`config.mk`:
```
export PLATFORM = sky130hd
export DESIGN_NAME = sar_three_wire_readout
export DESIGN_NICKNAME = d
export VERILOG_FILES = /design/src/logic/sar_readout_pkg.sv /design/src/logic/pin_sync.sv /design/src/logic/sar_three_wire_readout.sv
export SDC_FILE = /design/constraint.sdc
export NUM_CORES = 1
export LEC_CHECK = 0
export BUFFER_PORTS_ARGS = -buffer_cell sky130_fd_sc_hd__buf_2
export CAP_MARGIN = 20
export CELL_PAD_IN_SITES_DETAIL_PLACEMENT = 0
export CELL_PAD_IN_SITES_GLOBAL_PLACEMENT = 1
export CORE_MARGIN = 3
export CORE_UTILIZATION = 47
export CTS_CLUSTER_DIAMETER = 150
export DETAILED_ROUTE_END_ITERATION = 10
export PLACE_DENSITY_LB_ADDON = 0.25
export SLEW_MARGIN = 20
export SYNTH_ARGS = -nofsm -noshare
export SYNTH_HDL_FRONTEND = slang
export SYNTH_SLANG_ARGS = --single-unit
export TNS_END_PERCENT = 10
```
`constraint.sdc`:
```
create_clock -name i_mclk -period 3.1 [get_ports i_mclk]
set_input_delay 0.465 -clock i_mclk [delete_from_list [all_inputs] [get_ports i_mclk]]
set_output_delay 0.465 -clock i_mclk [all_outputs]
set_load 0.03 [all_outputs]
```
`src/logic/sar_readout_pkg.sv`:
```
// constants and types of the three-wire converter readout
package sar_readout_pkg;
   localparam int CLK_PERIOD_NS = 25;
   localparam int CONV_TIME_NS = 1400;
   // longest time rounds down
   localparam int CONV_CYCLES = CONV_TIME_NS / CLK_PERIOD_NS;
   localparam int WORD_BITS = 16;
   localparam logic [10:0] CONV_CNT_LAST = 11'(CONV_CYCLES - 1);
   localparam logic [4:0] NOBUSY_FALLS = 5'h10;
   localparam logic [4:0] BUSY_FALLS = 5'h11;
   localparam logic [15:0] RESULT_RESET = 16'h0000;
   typedef enum logic [1:0] {
      ST_IDLE,
      ST_CONVERT,
      ST_ACQUIRE
   } phase_t;
   typedef enum logic {
      MODE_CHIP_SELECT,
      MODE_CHAIN
   } iface_mode_t;
endpackage

```
`src/logic/pin_sync.sv`:
```
// two-flop synchroniser for a group of pins
module pin_sync #(
   parameter int WIDTH = 1
) (
   input wire logic i_mclk,
   input wire logic i_reset,
   input wire logic [WIDTH-1:0] i_async,
   output logic [WIDTH-1:0] o_sync
);
   logic [WIDTH-1:0] meta_reg;
   logic [WIDTH-1:0] sync_reg;

   always_ff @(posedge i_mclk) begin
      if (i_reset) begin
         meta_reg <= '0;
         sync_reg <= '0;
      end else begin
         meta_reg <= i_async;
         sync_reg <= meta_reg;
      end
   end

   assign o_sync = sync_reg;
endmodule

```
`src/logic/sar_three_wire_readout.sv`:
```
// conversion sequencer and serial readout in chip-select mode
module sar_three_wire_readout (
   input wire logic i_mclk,
   input wire logic i_reset,
   input wire logic i_convert_start_n_select,
   input wire logic i_serial_mode_select_input,
   input wire logic i_sclk,
   input wire logic i_sample_done,
   input wire logic [15:0] i_conv_result,
   output logic o_serial_result_output,
   output logic o_serial_result_output_oe,
   output logic o_sample_strobe,
   output logic o_powered_down,
   output logic o_chain_mode,
   output logic o_busy_mode
);
   // ----------------------------------------------------------------
   // pin synchronisation
   // ----------------------------------------------------------------
   logic [2:0] pins_sync;
   logic cnv_s;
   logic sdi_s;
   logic sclk_s;

   pin_sync #(.WIDTH(3)) u_sync (
      .i_mclk(i_mclk),
      .i_reset(i_reset),
      // start pin enters inverted: cleared flops then read as an idle
      // high pin, so leaving reset brings no false start rise
      .i_async({~i_convert_start_n_select,
         i_serial_mode_select_input,
         i_sclk}),
      .o_sync(pins_sync)
   );

   assign cnv_s = ~pins_sync[2];
   // mode pin is only looked at on a start rise
   assign sdi_s = pins_sync[1];
   assign sclk_s = pins_sync[0];

   // ----------------------------------------------------------------
   // state
   // ----------------------------------------------------------------
   sar_readout_pkg::phase_t phase_reg, phase_next;
   // chip-select or chain, latched on each start rise outside conversion
   sar_readout_pkg::iface_mode_t mode_reg, mode_next;
   logic cnv_d_reg, cnv_d_next;
   logic sclk_d_reg, sclk_d_next;
   logic [10:0] conv_cnt_reg, conv_cnt_next;
   logic [15:0] result_reg, result_next;
   logic [16:0] shift_reg, shift_next;
   logic [4:0] falls_reg, falls_next;
   // busy choice stands until the next conversion ends
   logic busy_reg, busy_next;
   logic active_reg, active_next;
   logic oe_reg, oe_next;
   logic dout_reg, dout_next;
   logic strobe_reg, strobe_next;
   logic pd_reg, pd_next;
   logic chain_reg, chain_next;

   logic cnv_rise;
   logic cnv_fall;
   logic sclk_fall;
   logic [4:0] fall_limit;

   assign cnv_rise = cnv_s & ~cnv_d_reg;
   assign cnv_fall = ~cnv_s & cnv_d_reg;
   // each serial clock phase must span two or more mclk cycles, or
   // falls are lost; a shifted bit shows about three cycles after one
   assign sclk_fall = ~sclk_s & sclk_d_reg;
   // busy frames carry one extra leading bit
   assign fall_limit = busy_reg ? sar_readout_pkg::BUSY_FALLS
      : sar_readout_pkg::NOBUSY_FALLS;

   // ----------------------------------------------------------------
   // next-state logic
   // ----------------------------------------------------------------
   always_comb begin
      phase_next = phase_reg;
      mode_next = mode_reg;
      cnv_d_next = cnv_s;
      sclk_d_next = sclk_s;
      conv_cnt_next = conv_cnt_reg;
      result_next = result_reg;
      shift_next = shift_reg;
      falls_next = falls_reg;
      busy_next = busy_reg;
      active_next = active_reg;
      oe_next = oe_reg;
      dout_next = dout_reg;
      strobe_next = 1'b0;
      pd_next = pd_reg;
      chain_next = chain_reg;

      case (phase_reg)
         sar_readout_pkg::ST_IDLE,
         sar_readout_pkg::ST_ACQUIRE: begin
            if (cnv_rise) begin
               // mode picked from select input at the start edge
               mode_next = sdi_s ? sar_readout_pkg::MODE_CHIP_SELECT
                  : sar_readout_pkg::MODE_CHAIN;
               chain_next = ~sdi_s;
               phase_next = sar_readout_pkg::ST_CONVERT;
               conv_cnt_next = '0;
               // one-cycle pulse to the sampling switch
               strobe_next = 1'b1;
               oe_next = 1'b0;
               active_next = 1'b0;
               pd_next = 1'b0;
            end else if (phase_reg == sar_readout_pkg::ST_ACQUIRE &&
                  mode_reg == sar_readout_pkg::MODE_CHIP_SELECT) begin
               if (cnv_s) begin
                  // start high ends any readout at once
                  oe_next = 1'b0;
                  active_next = 1'b0;
               end else if (cnv_fall && !busy_reg && !active_reg) begin
                  // start pin acts as select in three-wire use
                  active_next = 1'b1;
                  oe_next = 1'b1;
                  // with busy off, each frame restarts at the top of the stored word,
                  // but the start rise before a second select-low frame begins a new conversion
                  dout_next = result_reg[15];
                  shift_next = {result_reg[14:0], 2'h0};
                  falls_next = '0;
               end else if (active_reg && sclk_fall) begin
                  falls_next = falls_reg + 5'h01;
                  dout_next = shift_reg[16];
                  shift_next = {shift_reg[15:0], 1'b0};
                  if (falls_reg + 5'h01 == fall_limit) begin
                     oe_next = 1'b0;
                     active_next = 1'b0;
                  end
               end
            end
         end
         sar_readout_pkg::ST_CONVERT: begin
            // start edges here are ignored; timing is internal
            // the core may finish early; the count is the hard limit
            if (conv_cnt_reg == sar_readout_pkg::CONV_CNT_LAST ||
                  i_sample_done) begin
               phase_next = sar_readout_pkg::ST_ACQUIRE;
               pd_next = 1'b1;
               result_next = i_conv_result;
               falls_next = '0;
               if (mode_reg == sar_readout_pkg::MODE_CHIP_SELECT &&
                     !cnv_s) begin
                  // low start at end asks for the busy bit
                  // busy bit stands until the first serial clock fall
                  busy_next = 1'b1;
                  active_next = 1'b1;
                  oe_next = 1'b1;
                  dout_next = 1'b0;
                  shift_next = {i_conv_result, 1'b0};
               end else begin
                  // high start at end: no busy bit
                  // in chip-select mode readout then waits for the next select fall
                  busy_next = 1'b0;
                  active_next = 1'b0;
                  oe_next = 1'b0;
                  shift_next = {i_conv_result, 1'b0};
               end
            end else begin
               conv_cnt_next = conv_cnt_reg + 11'h001;
            end
         end
         default: begin
            // unused codes fall back to idle
            phase_next = sar_readout_pkg::ST_IDLE;
         end
      endcase
   end

   // ----------------------------------------------------------------
   // registers
   // ----------------------------------------------------------------
   always_ff @(posedge i_mclk) begin
      // synchronous reset: all outputs low until the first request
      if (i_reset) begin
         phase_reg <= sar_readout_pkg::ST_IDLE;
         mode_reg <= sar_readout_pkg::MODE_CHIP_SELECT;
         // start seen high so a pin high at release is no edge
         cnv_d_reg <= 1'b1;
         sclk_d_reg <= 1'b0;
         conv_cnt_reg <= '0;
         result_reg <= sar_readout_pkg::RESULT_RESET;
         shift_reg <= '0;
         falls_reg <= '0;
         busy_reg <= 1'b0;
         active_reg <= 1'b0;
         oe_reg <= 1'b0;
         dout_reg <= 1'b0;
         strobe_reg <= 1'b0;
         pd_reg <= 1'b0;
         chain_reg <= 1'b0;
      end else begin
         phase_reg <= phase_next;
         mode_reg <= mode_next;
         cnv_d_reg <= cnv_d_next;
         sclk_d_reg <= sclk_d_next;
         conv_cnt_reg <= conv_cnt_next;
         result_reg <= result_next;
         shift_reg <= shift_next;
         falls_reg <= falls_next;
         busy_reg <= busy_next;
         active_reg <= active_next;
         oe_reg <= oe_next;
         dout_reg <= dout_next;
         strobe_reg <= strobe_next;
         pd_reg <= pd_next;
         chain_reg <= chain_next;
      end
   end

   // ----------------------------------------------------------------
   // outputs, each straight from its register
   // ----------------------------------------------------------------
   assign o_serial_result_output = dout_reg;
   assign o_serial_result_output_oe = oe_reg;
   assign o_sample_strobe = strobe_reg;
   assign o_powered_down = pd_reg;
   assign o_chain_mode = chain_reg;
   assign o_busy_mode = busy_reg;
endmodule

```
After elaboration in Yosys (flattened, before gate mapping)
Index checks and enable logic that the tools add are counted.

word-level totals
  flip-flop bits (word level) = 66
  bits of input ports = 22
  output and inout port bits = 6
  logic and storage cells = 106

operators by class
  add/sub/neg operators = 2
  eq/ne operators = 15
  multiplexer cells = 43
  bitwise gates (word level) = 10
  reductions and logical operators = 20

operators with widths
  cell                                                  number
  2-to-1 mux 17 bit                                     6
  one-hot mux 17 bit (2 select lines)                   1
  2-to-1 mux 5 bit                                      6
  2-to-1 mux 11 bit                                     2
  one-hot mux 11 bit (2 select lines)                   1
  2-to-1 mux 1 bit                                      20
  != test 2 bit, second input constant                  6
  adder 11 x 1 -> 11 bit, second input constant         1
  equality test 11 x 6 -> 1 bit, second input constant  1
  != test 5 bit, second input constant                  2
  one-hot mux 5 bit (2 select lines)                    1
  NOT 1 bit                                             7
  AND reduction 7 bit                                   1
  != test 3 bit, second input constant                  2
  one-hot mux 1 bit (2 select lines)                    3
  AND reduction 2 bit                                   3
  AND reduction 3 bit                                   2
  AND reduction 6 bit                                   1
  adder 5 x 1 -> 5 bit, second input constant           1
  equality test 5 bit                                   1
  logical AND 1 bit                                     5
  AND reduction 5 bit                                   1
  2-to-1 mux 2 bit                                      2
  one-hot mux 2 bit (2 select lines)                    1
  9 further kinds                                       13

Depth between registers and ports, before layout
  word-level depth = 9
  mapped depth = 8

Cells and area by module
A second synthesis with hierarchy kept.

second synthesis, totals
  cells, all modules = 330
  area total of the unflattened synthesis = 2820.2 sq um

by module, submodules not included
  module                  times used  cells each  area an instance (sq um)
  sar_three_wire_readout  1           318         2662.6
  pin_sync                1           12          157.7

Least setup slack after synthesis
Ideal clock, no wire load.

  path type = flip-flop to flip-flop
  start = register conv_cnt_reg[0]
  end = register busy_reg, in the netlist o_busy_mode
  data arrival time = 1.647 ns
  required time = 2.972 ns
  path slack = 1.326 ns
  stages on the path, launching flop included = 9
  period minus slack after synthesis = 1.774 ns
  path through = dfxtp_1 > ha_1 > and4bb_1 > a31oi_4 > nand2b_1 > buf_4 > buf_4 > a21oi_1 > nor2_1

on the way
  longest elaborated chain between the ends = 3

ends and longest elaborated chain
  element                        RTL line                       text
  start, declared                sar_three_wire_readout.sv:49   logic [10:0] conv_cnt_reg, conv_cnt_next;
  start signal, assigned         sar_three_wire_readout.sv:201  conv_cnt_reg <= conv_cnt_next;
  equality test 11 x 6 -> 1 bit  sar_three_wire_readout.sv:140  if (conv_cnt_reg == sar_readout_pkg::CONV_CNT_LAST ||
  logical OR 1 bit               sar_three_wire_readout.sv:140
  AND reduction 2 bit (no line)  -
  end signal, assigned           sar_three_wire_readout.sv:205  busy_reg <= busy_next;
  end, declared                  sar_three_wire_readout.sv:54   logic busy_reg, busy_next;

Every way passes these cells.
A chain may end at the register's enable or synchronous reset.

Worst setup path in the final report
  start = register conv_cnt_reg[0]
  end = register oe_reg, in the netlist o_serial_result_output_oe

on the way
  longest elaborated chain between the ends = 4

ends and longest elaborated chain
  element                        RTL line                       text
  equality test 11 x 6 -> 1 bit  sar_three_wire_readout.sv:140
  logical OR 1 bit               sar_three_wire_readout.sv:140
  != test 2 bit (no line)        -
  AND reduction 5 bit (no line)  -
  end signal, assigned           sar_three_wire_readout.sv:207  oe_reg <= oe_next;
  end, declared                  sar_three_wire_readout.sv:56   logic oe_reg, oe_next;

Every way passes these cells.

==> results.cfg <==
[timing]
post-route-period-util_pct = 72.3
setup_tns_ns = 0
rsz0062_at_grt = false
finClkSkew_ns = 0.00661
slew_viol_final = 0
setup_ws_ns = 0.858
relSlewSlack_pct = 49.0
hold-worst-slack_ns = 0.279
setup-violations-final = 0
max_freq_mhz = 446
hold_violations = 0
period_needed_ns = 2.24
worst_pin_slew_ns = 0.766

[synthesis]
synth.avg_cell_area_um2 = 8.11
ys_async_sr_fraction_pct = 0
syn-num-nets = 376
seq_area_frac_synth_pct = 44.9
yosys_warnings = 0
synth.area.top_cells = dfxtp_1 45%, nand2_1 12%, a21oi_1 7.2%, nand3_1 4.0%, o211ai_1 3.9%
yosys.area.top_type_share_pct = 44.9
synth-main-ff-cell = dfxtp_1
synthDistinctLibCells = 45
synth_cells = 352
synth_seq_cells = 64
synthesis.area_um2 = 2860
synth_top_area_cell = dfxtp_1
synth_edf_count = 0

[clock_network]
cts.clk_slew.worst_paths_ns = 0.06
cts_root_buf = clkbuf_8
cts_made_buffers = 9
h-tree-depth = 3
cts_tree = yes
clock_sinks = 64
post_cts_buffers = 0
holdBufCountCts = 0
clk-insertion-delay-late_ns = 0.33
cts_resized = 0
clockBufferDepth = 2

[global_route]
grt_pass1_wl_mm = 10.7
grt_max_degree = 33
track_usage_pct = 18.7
grt_overflow = 0
first_global_vias = 2269
grt_antenna_before_repair = 0

[floorplan]
ios = 28
core-area_um2 = 5680
rows = 27
die_y_um = 83.9
initial_utilization_pct = 50.3
die_w_um = 83.9
die-area_um2 = 7050

[finish]
mostFrequentLayoutCells = 89 x nand2_1, 64 x dfxtp_1, 41 x a21oi_1
fillers = 563
finalNetCount = 397
fin_area_um2 = 3180
antennaDiodeCount = 0
layout-drive-gt1-share_pct = 14.9
seq_area_um2 = 1280
area_growth_pct = 11.5
mostFrequentLayoutCell = nand2_1
multiInputGateArea_um2 = 1460

[power]
p_clk_share_pct = 39.8
ir_drop_uv = 369
comb_power_share_pct = 5.1
switching_share_pct = 22.4
switchingPower_uw = 340
power.leakage_nw = 1.16
p_per_area_nw_per_um2 = 476
internal_power_mw = 1.18
p_seq_share_pct = 55.1

[worst_setup_path]
worstPathArrival_ns = 2.46
cp-start-kind = flip-flop
critPathKind = reg2reg
cp.required_ns = 3.32
crit_path_end_kind = flip-flop
critPathMaxFanout = 12

[route]
wl_per_cell_um = 14.1
dr.pass1.iters = 4
ant_nets = 0
drc = 0
via_count = 2421
routed_wl_mm = 6.29
vias_per_cell = 5.42
drt_iter0_markers = 128

[min_path]
hold_class = in2reg

[placed_design]
dp_slack_ns = 0.885
gp_congestion = 0.797
portBuffers = 27
hpwlAfterDp_mm = 3.96
place_area_um2 = 3020

[flow_run]
cap_violations = 0

[run_status]
status = finished, final reports clean
-- per-layer routing --
layer  vias to the layer above  GRT usage (%)  part of all wire (%)
met2                        32           28.7                    45
met3                         7           3.75                   2.9
met4                         0           9.06                   1.4
met1                      1134           25.2                    51
met5                         -              0                     0
li1                       1248              -                     -
-- synth_stat cells (3+ instances only) --
library cell  count
buf_1             3
buf_4             4
nor2b_1           9
nand3_1          23
o211ai_1         15
dfxtp_1          64
buf_2             8
nor3_1            6
nand2b_1          5
nor2_1           22
a21oi_1          41
xor2_1           11
o21ai_0           6
o2111ai_1         4
nand2_1          89
clkbuf_1          9
-- critical path: stages, from the launching register on --
cell and delay (ns):
dfxtp_1 0.39, ha_1 0.26, and4bb_1 0.30, a31oi_4 0.14, nand2b_1 0.43, a21oi_1 0.27, mux2_2 0.35
-- layout make-up --
cell class                 count  share of cell area (%)
clock buffer                  12                    4.87
inverter                       1                   0.118
clock inverter                 1                   0.157
tap                           72                    2.83
multi-input combinational    263                    45.9
sequential                    64                    40.2
timing repair buffer          34                    5.89
-- final timing paths --
| check | depth (start not counted) | endpoint | slack [ns] | from |
|---|---|---|---|---|
| hold reg to reg | 1 | o_chain_mode | 0.41 | u_sync.o_sync[1] |
| setup reg to reg | 6 | o_serial_result_output_oe | 0.86 | conv_cnt_reg[0] |
| setup / recovery | 6 | o_serial_result_output_oe | 0.86 | conv_cnt_reg[0] |
| hold / removal | 2 | u_sync.meta_reg[2] | 0.28 | i_convert_start_n_select |
-- stage by stage --
step,utilization (%),instances,power (mW)
after floorplan,-,352,0.900
final,56.1,447,1.52
after global routing,56.1,447,1.58
after CTS,56.1,447,1.54
after detailed placement,53.3,434,0.931
after global placement,53.3,434,0.931
-- kinds of logic (layout without fill, tap and decap cells) --
| kind of cell | count (synthesis) | in the layout | synth area share [%] |
|---|---|---|---|
| flops | 64 | 64 | 44.9 |
| simple gates | 168 | 168 | 27.2 |
| fa+ha+maj | 2 | 2 | 0.876 |
| buf+inv | 25 | 48 | 4.16 |
| xor+xnor | 13 | 13 | 3.99 |
| mux | 2 | 2 | 0.745 |
| compound gates | 78 | 78 | 18.2 |
-- power groups by stage --
stage	registers (mW)	clock network, mW	logic [mW]
2_1_floorplan	0.854	0	0.0458
3_3_place_gp	0.854	0	0.0771
3_5_place_dp	0.854	0	0.0772
4_1_cts	0.836	0.628	0.0776
5_1_grt	0.836	0.657	0.0856
6_report	0.836	0.604	0.0770
Note: power is estimated with default switching activity, not from simulation.
